File: config.mk
export PLATFORM = sky130hd
export DESIGN_NAME = mtb_touch_qualify
export DESIGN_NICKNAME = d
export VERILOG_FILES = /design/src/pkg/mtb_pkg.sv /design/src/logic/mtb_touch_qualify.sv
export SDC_FILE = /design/constraint.sdc
export NUM_CORES = 1
export LEC_CHECK = 0
export BUFFER_PORTS_ARGS = -buffer_cell sky130_fd_sc_hd__buf_4
export CAP_MARGIN = 5
export CORE_UTILIZATION = 55
export CTS_CLUSTER_DIAMETER = 30
export DETAILED_ROUTE_END_ITERATION = 16
export PLACE_DENSITY_LB_ADDON = 0.15
export SLEW_MARGIN = 15
export SYNTH_ARGS = -nofsm -noshare
export SYNTH_HDL_FRONTEND = slang
export SYNTH_SLANG_ARGS = --single-unit
File: constraint.sdc
create_clock -name pclk -period 7.3 [get_ports pclk]
set_input_delay 1.46 -clock pclk [delete_from_list [all_inputs] [get_ports pclk]]
set_output_delay 1.46 -clock pclk [all_outputs]
set_load 0.05 [all_outputs]
File: src/pkg/mtb_pkg.sv
// Package: register map, field positions, resets and carrier types of the touch qualifier
// Function
// - Bit 7 enables blocking; 0 never blocks
// - Accept limit touches, hold set until release
// - On release reselect scanning input 1 to 6
// - Limit field 00..11 means 1..4 touches
// - Exceeding limit sets multi-touch status flag
// - Blocking uses full threshold, pattern uses reduced
// - Pattern threshold 12.5, 25, 37.5, 100 percent
// - Base threshold: per-input active, standby otherwise
// - Pattern detect enable bit 7, default off
// - Compare mode: every selected input must qualify
// - Count mode: qualifying count at least ones
// - Evaluate pattern within one polling cycle only
// - Pattern event blocks all, flags, requests interrupt
// - Block while condition holds, then restore
// - Pattern flag cleared only by host clear
// - Alert enable gates pin; flag always set
// - Pattern select bits, reset value 3fh
// - Noise spike: above noise, below touch threshold
package mtb_pkg;
    localparam int NUM_INPUTS = 6;
    localparam int DELTA_W = 8;
    localparam int TH_W = 7;

    // Documented register indices (byte offset is index times four on APB)
    localparam logic [7:0] IDX_LIMIT_CFG = 8'h2a;
    localparam logic [7:0] IDX_PAT_CFG = 8'h2b;
    localparam logic [7:0] IDX_PAT_SEL = 8'h2d;
    // Own registers (indices)
    localparam logic [7:0] IDX_STATUS = 8'h40;
    localparam logic [7:0] IDX_INT_EN = 8'h41;
    localparam logic [7:0] IDX_INT_CLR = 8'h42;
    localparam logic [7:0] IDX_ACCEPT = 8'h43;
    localparam logic [7:0] IDX_NOISE_CFG = 8'h44;

    localparam logic [7:0] LIMIT_CFG_RST = 8'h80;
    localparam logic [7:0] PAT_CFG_RST = 8'h00;
    localparam logic [7:0] PAT_SEL_RST = 8'h3f;
    localparam logic [7:0] NOISE_CFG_RST = 8'h01;
    localparam logic [1:0] INT_EN_RST = 2'h3;

    localparam int BLK_EN_BIT = 7;
    localparam int LIMIT_LSB = 2;
    localparam int PD_EN_BIT = 7;
    localparam int PTH_LSB = 2;
    localparam int CMP_BIT = 1;
    localparam int ALERT_BIT = 0;
    localparam int ST_MULTI_BIT = 0;
    localparam int ST_PAT_BIT = 1;

    // One polling cycle of per-input results
    typedef struct packed {
        logic [NUM_INPUTS-1:0] touch_raw;
        logic [NUM_INPUTS*DELTA_W-1:0] delta;
        logic [NUM_INPUTS*TH_W-1:0] threshold;
        logic [TH_W-1:0] standby_threshold;
        logic standby;
    } mtb_sample_t;

    typedef struct packed {
        logic [NUM_INPUTS-1:0] touch_out;
        logic multi_flag;
        logic pattern_flag;
    } mtb_result_t;
endpackage

File: src/logic/mtb_touch_qualify.sv
// Touch qualifier: simultaneous touch limit, pattern detect, APB registers
`timescale 1ns/100ps
module mtb_touch_qualify
    import mtb_pkg::*;
#(
    parameter int N = NUM_INPUTS
)
(
    // Clock and reset
    input wire logic pclk,
    input wire logic presetn,
    // APB slave
    input wire logic psel,
    input wire logic penable,
    input wire logic pwrite,
    input wire logic [11:0] paddr,
    input wire logic [31:0] pwdata,
    output logic [31:0] prdata,
    output logic pready,
    output logic pslverr,
    // Polling cycle results
    input wire logic sample_valid,
    input wire mtb_sample_t sample,
    // Qualified outputs
    output mtb_result_t result,
    output logic irq
);
    // Percentage of base threshold, truncated
    function automatic logic [TH_W-1:0] pct(input logic [TH_W-1:0] b, input logic [1:0] s);
        logic [TH_W+1:0] w;
        w = {2'b00, b};
        unique case (s)
            2'b00: pct = TH_W'(w >> 3);
            2'b01: pct = TH_W'(w >> 2);
            2'b10: pct = TH_W'((w + (w << 1)) >> 3);
            2'b11: pct = b;
        endcase
    endfunction

    // Noise fraction of touch threshold, truncated
    function automatic logic [TH_W-1:0] npct(input logic [TH_W-1:0] b, input logic [1:0] s);
        logic [TH_W+2:0] w;
        w = {3'b000, b};
        unique case (s)
            2'b00: npct = TH_W'(w >> 2);
            2'b01: npct = TH_W'((w + (w << 1)) >> 3);
            2'b10: npct = TH_W'(w >> 1);
            2'b11: npct = TH_W'((w + (w << 2)) >> 3);
        endcase
    endfunction

    // Population count of six bits
    function automatic logic [2:0] ones(input logic [N-1:0] v);
        ones = 3'h0;
        for (int i = 0; i < N; i++)
        begin
            ones = ones + {2'b00, v[i]};
        end
    endfunction

    // Registers
    logic [7:0] limit_cfg_reg;
    logic [7:0] pat_cfg_reg;
    logic [7:0] pat_sel_reg;
    logic [7:0] noise_cfg_reg;
    logic [1:0] status_reg;
    logic [1:0] status_next;
    logic [1:0] int_en_reg;
    logic [N-1:0] accept_reg;
    logic [N-1:0] accept_next;
    logic [N-1:0] touch_out_reg;
    logic [N-1:0] touch_out_next;
    logic pat_block_reg;
    logic pat_block_next;
    logic irq_reg;
    logic [31:0] prdata_reg;
    logic pready_reg;
    logic pslverr_reg;

    // APB decode
    wire logic [9:0] word_idx = paddr[11:2];
    wire logic setup = psel && !penable;
    wire logic acc = psel && penable && pready_reg;
    wire logic wr = acc && pwrite;
    wire logic hit_limit = word_idx == {2'b00, IDX_LIMIT_CFG};
    wire logic hit_pcfg = word_idx == {2'b00, IDX_PAT_CFG};
    wire logic hit_psel = word_idx == {2'b00, IDX_PAT_SEL};
    wire logic hit_stat = word_idx == {2'b00, IDX_STATUS};
    wire logic hit_ien = word_idx == {2'b00, IDX_INT_EN};
    wire logic hit_iclr = word_idx == {2'b00, IDX_INT_CLR};
    wire logic hit_acc = word_idx == {2'b00, IDX_ACCEPT};
    wire logic hit_noise = word_idx == {2'b00, IDX_NOISE_CFG};
    wire logic mapped = hit_limit | hit_pcfg | hit_psel | hit_stat | hit_ien | hit_iclr
        | hit_acc | hit_noise;
    wire logic [1:0] clr_bits = (wr && hit_iclr) ? pwdata[1:0] : 2'b00;

    // Read mux
    wire logic [7:0] rd_byte =
        hit_limit ? limit_cfg_reg :
        hit_pcfg ? pat_cfg_reg :
        hit_psel ? pat_sel_reg :
        hit_stat ? {6'h00, status_reg} :
        hit_ien ? {6'h00, int_en_reg} :
        hit_acc ? {2'h0, accept_reg} :
        hit_noise ? noise_cfg_reg : 8'h00;

    // Configuration fields
    wire logic blk_en = limit_cfg_reg[BLK_EN_BIT];
    wire logic [2:0] limit = {1'b0, limit_cfg_reg[LIMIT_LSB+:2]} + 3'h1;
    wire logic pd_en = pat_cfg_reg[PD_EN_BIT];
    wire logic [1:0] pth_sel = pat_cfg_reg[PTH_LSB+:2];
    wire logic cmp_mode = pat_cfg_reg[CMP_BIT];
    wire logic alert_en = pat_cfg_reg[ALERT_BIT];
    wire logic [N-1:0] pat_mask = pat_sel_reg[N-1:0];

    // Per-input qualification for this polling cycle only
    logic [N-1:0] over_full;
    logic [N-1:0] over_pat;
    logic [N-1:0] noise;
    genvar g;
    generate
        for (g = 0; g < N; g++)
        begin : gen_in
            wire logic [DELTA_W-1:0] d = sample.delta[g*DELTA_W+:DELTA_W];
            wire logic [TH_W-1:0] th = sample.threshold[g*TH_W+:TH_W];
            wire logic [TH_W-1:0] base = sample.standby ? sample.standby_threshold : th;
            wire logic [TH_W-1:0] pth = pct(base, pth_sel);
            wire logic [TH_W-1:0] nth = npct(th, noise_cfg_reg[1:0]);
            assign over_full[g] = sample.touch_raw[g] && (d > {1'b0, th});
            assign over_pat[g] = d > {1'b0, pth};
            assign noise[g] = (d > {1'b0, nth}) && !(d > {1'b0, th});
        end
    endgenerate

    wire logic [N-1:0] qual = over_pat | noise;
    wire logic pat_cmp_hit = (qual & pat_mask) == pat_mask;
    wire logic pat_cnt_hit = ones(qual) >= ones(pat_mask);
    wire logic pat_cond = pd_en && (cmp_mode ? pat_cmp_hit : pat_cnt_hit);

    // Accepted set: keep while all held, rescan 1..6 otherwise
    wire logic released = |(accept_reg & ~over_full);
    logic [N-1:0] scan_set;
    logic [2:0] scan_cnt;
    always_comb
    begin
        scan_set = '0;
        scan_cnt = 3'h0;
        for (int i = 0; i < N; i++)
        begin
            if (over_full[i] && scan_cnt < limit)
            begin
                scan_set[i] = 1'b1;
                scan_cnt = scan_cnt + 3'h1;
            end
        end
    end

    wire logic [N-1:0] held_set = accept_reg & over_full;
    wire logic [N-1:0] fresh_set = (released || accept_reg == '0) ? scan_set : held_set;
    wire logic [N-1:0] keep_set = (ones(held_set) >= limit) ? held_set : fresh_set;
    wire logic over_limit = blk_en && (ones(over_full) > limit);

    // Next state of qualification
    always_comb
    begin
        accept_next = accept_reg;
        touch_out_next = touch_out_reg;
        pat_block_next = pat_block_reg;
        status_next = status_reg & ~clr_bits;
        if (sample_valid)
        begin
            pat_block_next = pat_cond;
            if (pat_cond)
            begin
                touch_out_next = '0;
                accept_next = '0;
                status_next[ST_PAT_BIT] = 1'b1;
            end
            else if (blk_en)
            begin
                accept_next = keep_set;
                touch_out_next = keep_set;
                if (over_limit)
                begin
                    status_next[ST_MULTI_BIT] = 1'b1;
                end
            end
            else
            begin
                accept_next = '0;
                touch_out_next = over_full;
            end
        end
        // Pattern flag survives host clear while condition stands
        if (pat_block_reg && clr_bits[ST_PAT_BIT])
        begin
            status_next[ST_PAT_BIT] = 1'b1;
        end
    end

    wire logic irq_next = |(status_next & int_en_reg & {alert_en, 1'b1});

    // Configuration registers
    always_ff @(posedge pclk or negedge presetn)
    begin
        if (!presetn)
        begin
            limit_cfg_reg <= LIMIT_CFG_RST;
            pat_cfg_reg <= PAT_CFG_RST;
            pat_sel_reg <= PAT_SEL_RST;
            noise_cfg_reg <= NOISE_CFG_RST;
            int_en_reg <= INT_EN_RST;
        end
        else if (wr)
        begin
            if (hit_limit) limit_cfg_reg <= pwdata[7:0] & 8'h8c;
            if (hit_pcfg) pat_cfg_reg <= pwdata[7:0] & 8'h8f;
            if (hit_psel) pat_sel_reg <= pwdata[7:0] & 8'h3f;
            if (hit_noise) noise_cfg_reg <= pwdata[7:0] & 8'h03;
            if (hit_ien) int_en_reg <= pwdata[1:0];
        end
    end

    // Qualification state
    always_ff @(posedge pclk or negedge presetn)
    begin
        if (!presetn)
        begin
            accept_reg <= '0;
            touch_out_reg <= '0;
            pat_block_reg <= 1'b0;
            status_reg <= 2'h0;
            irq_reg <= 1'b0;
        end
        else
        begin
            accept_reg <= accept_next;
            touch_out_reg <= touch_out_next;
            pat_block_reg <= pat_block_next;
            status_reg <= status_next;
            irq_reg <= irq_next;
        end
    end

    // APB answer: no wait state, ready in first access cycle
    always_ff @(posedge pclk or negedge presetn)
    begin
        if (!presetn)
        begin
            pready_reg <= 1'b0;
            pslverr_reg <= 1'b0;
            prdata_reg <= 32'h0000_0000;
        end
        else
        begin
            pready_reg <= setup;
            pslverr_reg <= setup && !mapped;
            if (setup && !pwrite)
            begin
                prdata_reg <= {24'h00_0000, rd_byte};
            end
        end
    end

    assign prdata = prdata_reg;
    assign pready = pready_reg;
    assign pslverr = pslverr_reg;
    assign irq = irq_reg;
    assign result = '{touch_out: touch_out_reg, multi_flag: status_reg[ST_MULTI_BIT],
        pattern_flag: status_reg[ST_PAT_BIT]};
endmodule

==> impl_results.rst <==
.. list-table::
   :header-rows: 1

   * - Metric
     - Value
   * - Crit start category
     - primary input
   * - Leading cell types in the layout, fill and taps excluded
     - 323 x sky130_fd_sc_hd__buf_4, 248 x sky130_fd_sc_hd__ha_1, 140 x sky130_fd_sc_hd__inv_1
   * - Chip height
     - 148 um
   * - Number of buffers and inverters on the critical path
     - 5
   * - Global Route Usage Sum
     - 32.1%
   * - DR DRC count
     - 0
   * - Kind of cell adding the most delay to the critical path
     - compound AO/OA/AOI/OAI gates
   * - Area Overhead vs Synth
     - 26.2%
   * - Vias after detailed routing
     - 12109
   * - Starting utilization of the core area
     - 56.9%
   * - Total gr overflow
     - 0
   * - Number of hold-slack violations in the final timing report
     - 0
   * - Clock network fraction of design power
     - 17.6%
   * - Synthesized area divided by synthesized cell count
     - 7.97 um2
   * - Hold slack final
     - 0.529 ns
   * - I/O pin total
     - 197
   * - Placeable core region
     - 20500 um2
   * - Maximum fanout count along the critical path
     - 8
   * - Worst reg-to-reg path cell count
     - 26
   * - Cell Pwr Density
     - 101 nW/um2
   * - Number of synthesized flops with an enable pin
     - 0
   * - Asr flop ratio synth
     - 100%
   * - Top cell by count, worst path
     - sky130_fd_sc_hd__o21a_1
   * - Pin count of the biggest net entering global routing
     - 45
   * - Post-layout min period
     - 7.56 ns
   * - Yosys warning count
     - 0
   * - Share of synthesized area occupied by flip-flops and latches
     - 9.33%
   * - Number of optimization iterations in the first detailed-route pass
     - 5
   * - Transition time at the pin with the least slew margin
     - 1.01 ns
   * - Sink Count
     - 43
   * - Leading cell type in the layout, fill and taps excluded
     - sky130_fd_sc_hd__buf_4
   * - Placed Area
     - 14200 um2
   * - Switching Share
     - 41.4%
   * - H-tree level count
     - 2
   * - Final clock period utilization by the worst path
     - 104%
   * - Type of the worst setup path
     - primary input to flop
   * - Netlist area before placement
     - 11700 um2
   * - Final cell utilization of the core
     - 71.8%
   * - Width of the die
     - 148 um
   * - Number of stages on the worst hold path
     - 2
   * - Routed vias/inst
     - 5.98
   * - Combinational power share
     - 65.3%
   * - Arrival time reported for the critical path endpoint
     - 7.74 ns
   * - Final design instance area without fill
     - 14700 um2
   * - Longest individual stage delay on the worst path
     - 0.43 ns
   * - Cell-internal power
     - 0.868 mW
   * - Average detailed-routed wire length per instance
     - 17.2 um
   * - Number of global-route vias before repair
     - 12020
   * - Number of standard-cell rows in the floorplan
     - 52
   * - Initial DRC count
     - 788
   * - Routed wire length
     - 34800 um
   * - Cell leakage power
     - 7.20 nW
   * - Hold-fix buffer count after cts
     - 0
   * - Syn Inst Count
     - 1463
   * - Slowest cell on the critical path
     - sky130_fd_sc_hd__fa_1
   * - Tightest Hold Check Type
     - flop to flop
   * - Clock transition at the registers of the reported paths
     - 0.07 ns
   * - Dpl hpwl
     - 28400 um
   * - Remaining antenna violation count after routing
     - 0
   * - Max Clk Rate
     - 132 MHz
   * - RSZ-0062 raised after global routing
     - true
   * - Worst endpoint required time
     - 7.48 ns
   * - Flop pwr share
     - 17.1%
   * - CTS Buf Count
     - 5
   * - Clock latency at the later pin of the worst-skew pair
     - 0.29 ns
   * - Bufs on Longest Clock Path
     - 2
   * - Worst max-slew margin expressed relative to the limit
     - 31.9%
   * - Total of flip-flops plus latches after synthesis
     - 43
   * - Post-synth top flop
     - sky130_fd_sc_hd__dfrtp_1
   * - CP Depth
     - 33
   * - Wire length of the first global-routing pass
     - 57000 um
   * - Setup clock skew after layout
     - 0.00911 ns
   * - Violations in the final reports
     - setup timing
   * - CTS tree
     - done
   * - Post-layout net count
     - 2176
   * - Number of flip-flops in the largest register
     - 7
   * - Worst IR Drop VDD
     - 93.2 uV
   * - Count of unique library cells instantiated by Yosys
     - 75
   * - Worst Slack Setup Final
     - -0.258 ns
   * - Number of buffers inserted by port buffering
     - 144
   * - Placer Congestion
     - 0.952
   * - Result of the run
     - finished, violations left
   * - Switching power total
     - 0.614 mW
   * - Max-slew violation count
     - 0
   * - Share of post-route cells with drive strength above 1
     - 27.5%
   * - Root Driver
     - sky130_fd_sc_hd__clkbuf_16
   * - Initial antenna violation count
     - 1
   * - Overall die area
     - 21800 um2
   * - Total power of the final layout
     - 1.48 mW
   * - Element type at the critical path end
     - flop
   * - Number of setup violations in the final report
     - 16
   * - Setup TNS Final
     - -2.55 ns
   * - Max-capacitance violation count
     - 0
[metal layers]
metal	vias up	track usage (%)	share of wire (%)
met4	0	9.02	2.5
met1	5736	41.8	44
met3	63	3.18	5.7
met2	390	56.2	48
li1	5920	-	-
met5	-	0	0
[stage by stage]
step,worst slack [ns],std cells
after CTS,-0.162,2020
after global placement,-0.547,2005
after floorplan,-0.222,1487
after detailed placement,-0.730,2005
final,-0.258,2026
after global routing,-0.522,2025
[synthesized netlist by cell type, types with 24 or more instances]
library cell	instances	share of area [%]
sky130_fd_sc_hd__xnor2_1	39	2.9
sky130_fd_sc_hd__buf_4	26	1.7
sky130_fd_sc_hd__o21ai_0	112	4.8
sky130_fd_sc_hd__inv_1	141	4.5
sky130_fd_sc_hd__dfrtp_1	33	7.1
sky130_fd_sc_hd__mux2_2	29	2.8
sky130_fd_sc_hd__a21o_1	33	2.1
sky130_fd_sc_hd__clkbuf_1	43	1.4
sky130_fd_sc_hd__nand2_1	85	2.7
sky130_fd_sc_hd__ha_1	251	27
sky130_fd_sc_hd__xor2_1	24	1.8
sky130_fd_sc_hd__a21oi_1	116	5.0
sky130_fd_sc_hd__nor2_1	71	2.3
sky130_fd_sc_hd__o21a_1	32	2.1
sky130_fd_sc_hd__nor2b_1	40	2.1
sky130_fd_sc_hd__nand3_1	42	1.8
[final timing paths]
| path | startpoint | endpoint | slack [ns] |
|---|---|---|---|
| min in group asynchronous | presetn | touch_out_reg[0]$_DFFE_PN0P_ | 1.16 |
| max reg2reg | noise_cfg_reg[1]$_DFFE_PN0P_ | irq$_DFF_PN0_ | 0.91 |
| min | pat_block_reg$_DFFE_PN0P_ | pat_block_reg$_DFFE_PN0P_ | 0.53 |
| max in group asynchronous | presetn | pat_cfg_reg[3]$_DFFE_PN0P_ | 5.72 |
| min reg2reg | pat_block_reg$_DFFE_PN0P_ | pat_block_reg$_DFFE_PN0P_ | 0.53 |
| max | sample[0] | irq$_DFF_PN0_ | -0.26 |
[power groups by stage]
stage	Combinational [mW]	Clock, mW	Sequential, mW
after floorplan	0.554	0	0.292
after global placement	0.891	0	0.258
after detailed placement	0.925	0	0.258
after CTS	0.953	0.263	0.254
after global routing	1.07	0.272	0.255
final	0.968	0.261	0.254
[tightest hold or removal path, cell delays in order, from the launching register on]
cell and delay (ns):
sky130_fd_sc_hd__dfrtp_1 0.32, sky130_fd_sc_hd__inv_1 0.05, sky130_fd_sc_hd__o21ai_0 0.13
[logic make-up after synthesis]
group                      count (synthesis)  synth area share (%)
adders and majority gates                269                  30.0
AOI/OAI and AO/OA                        461                  25.4
buffers and inverters                    214                  7.75
other                                      1                0.0322
muxes                                     61                  7.56
and+or+nand+nor                          351                  15.2
xor gates and xnor gates                  63                  4.73
DFF                                       43                  9.33
[area by class of cell]
cell class	instances	area, um2
Multi-Input combinational cell	1230	10000
Fill cell	1684	5780
Timing Repair Buffer	332	2540
Sequential cell	43	1090
Inverter	141	529
Tap cell	270	338
Clock buffer	5	125
Clock inverter	3	46.3
Antenna cell	2	5.00
[what timing repair did]
item	in CTS	in global routing
gates resized for setup	44	11
cloned	0	0
pin swaps	25	14
setup buffers	7	4
hold endpoints to repair	0	0
setup endpoints to repair	16	16
Power figures use the tool's default switching activity.
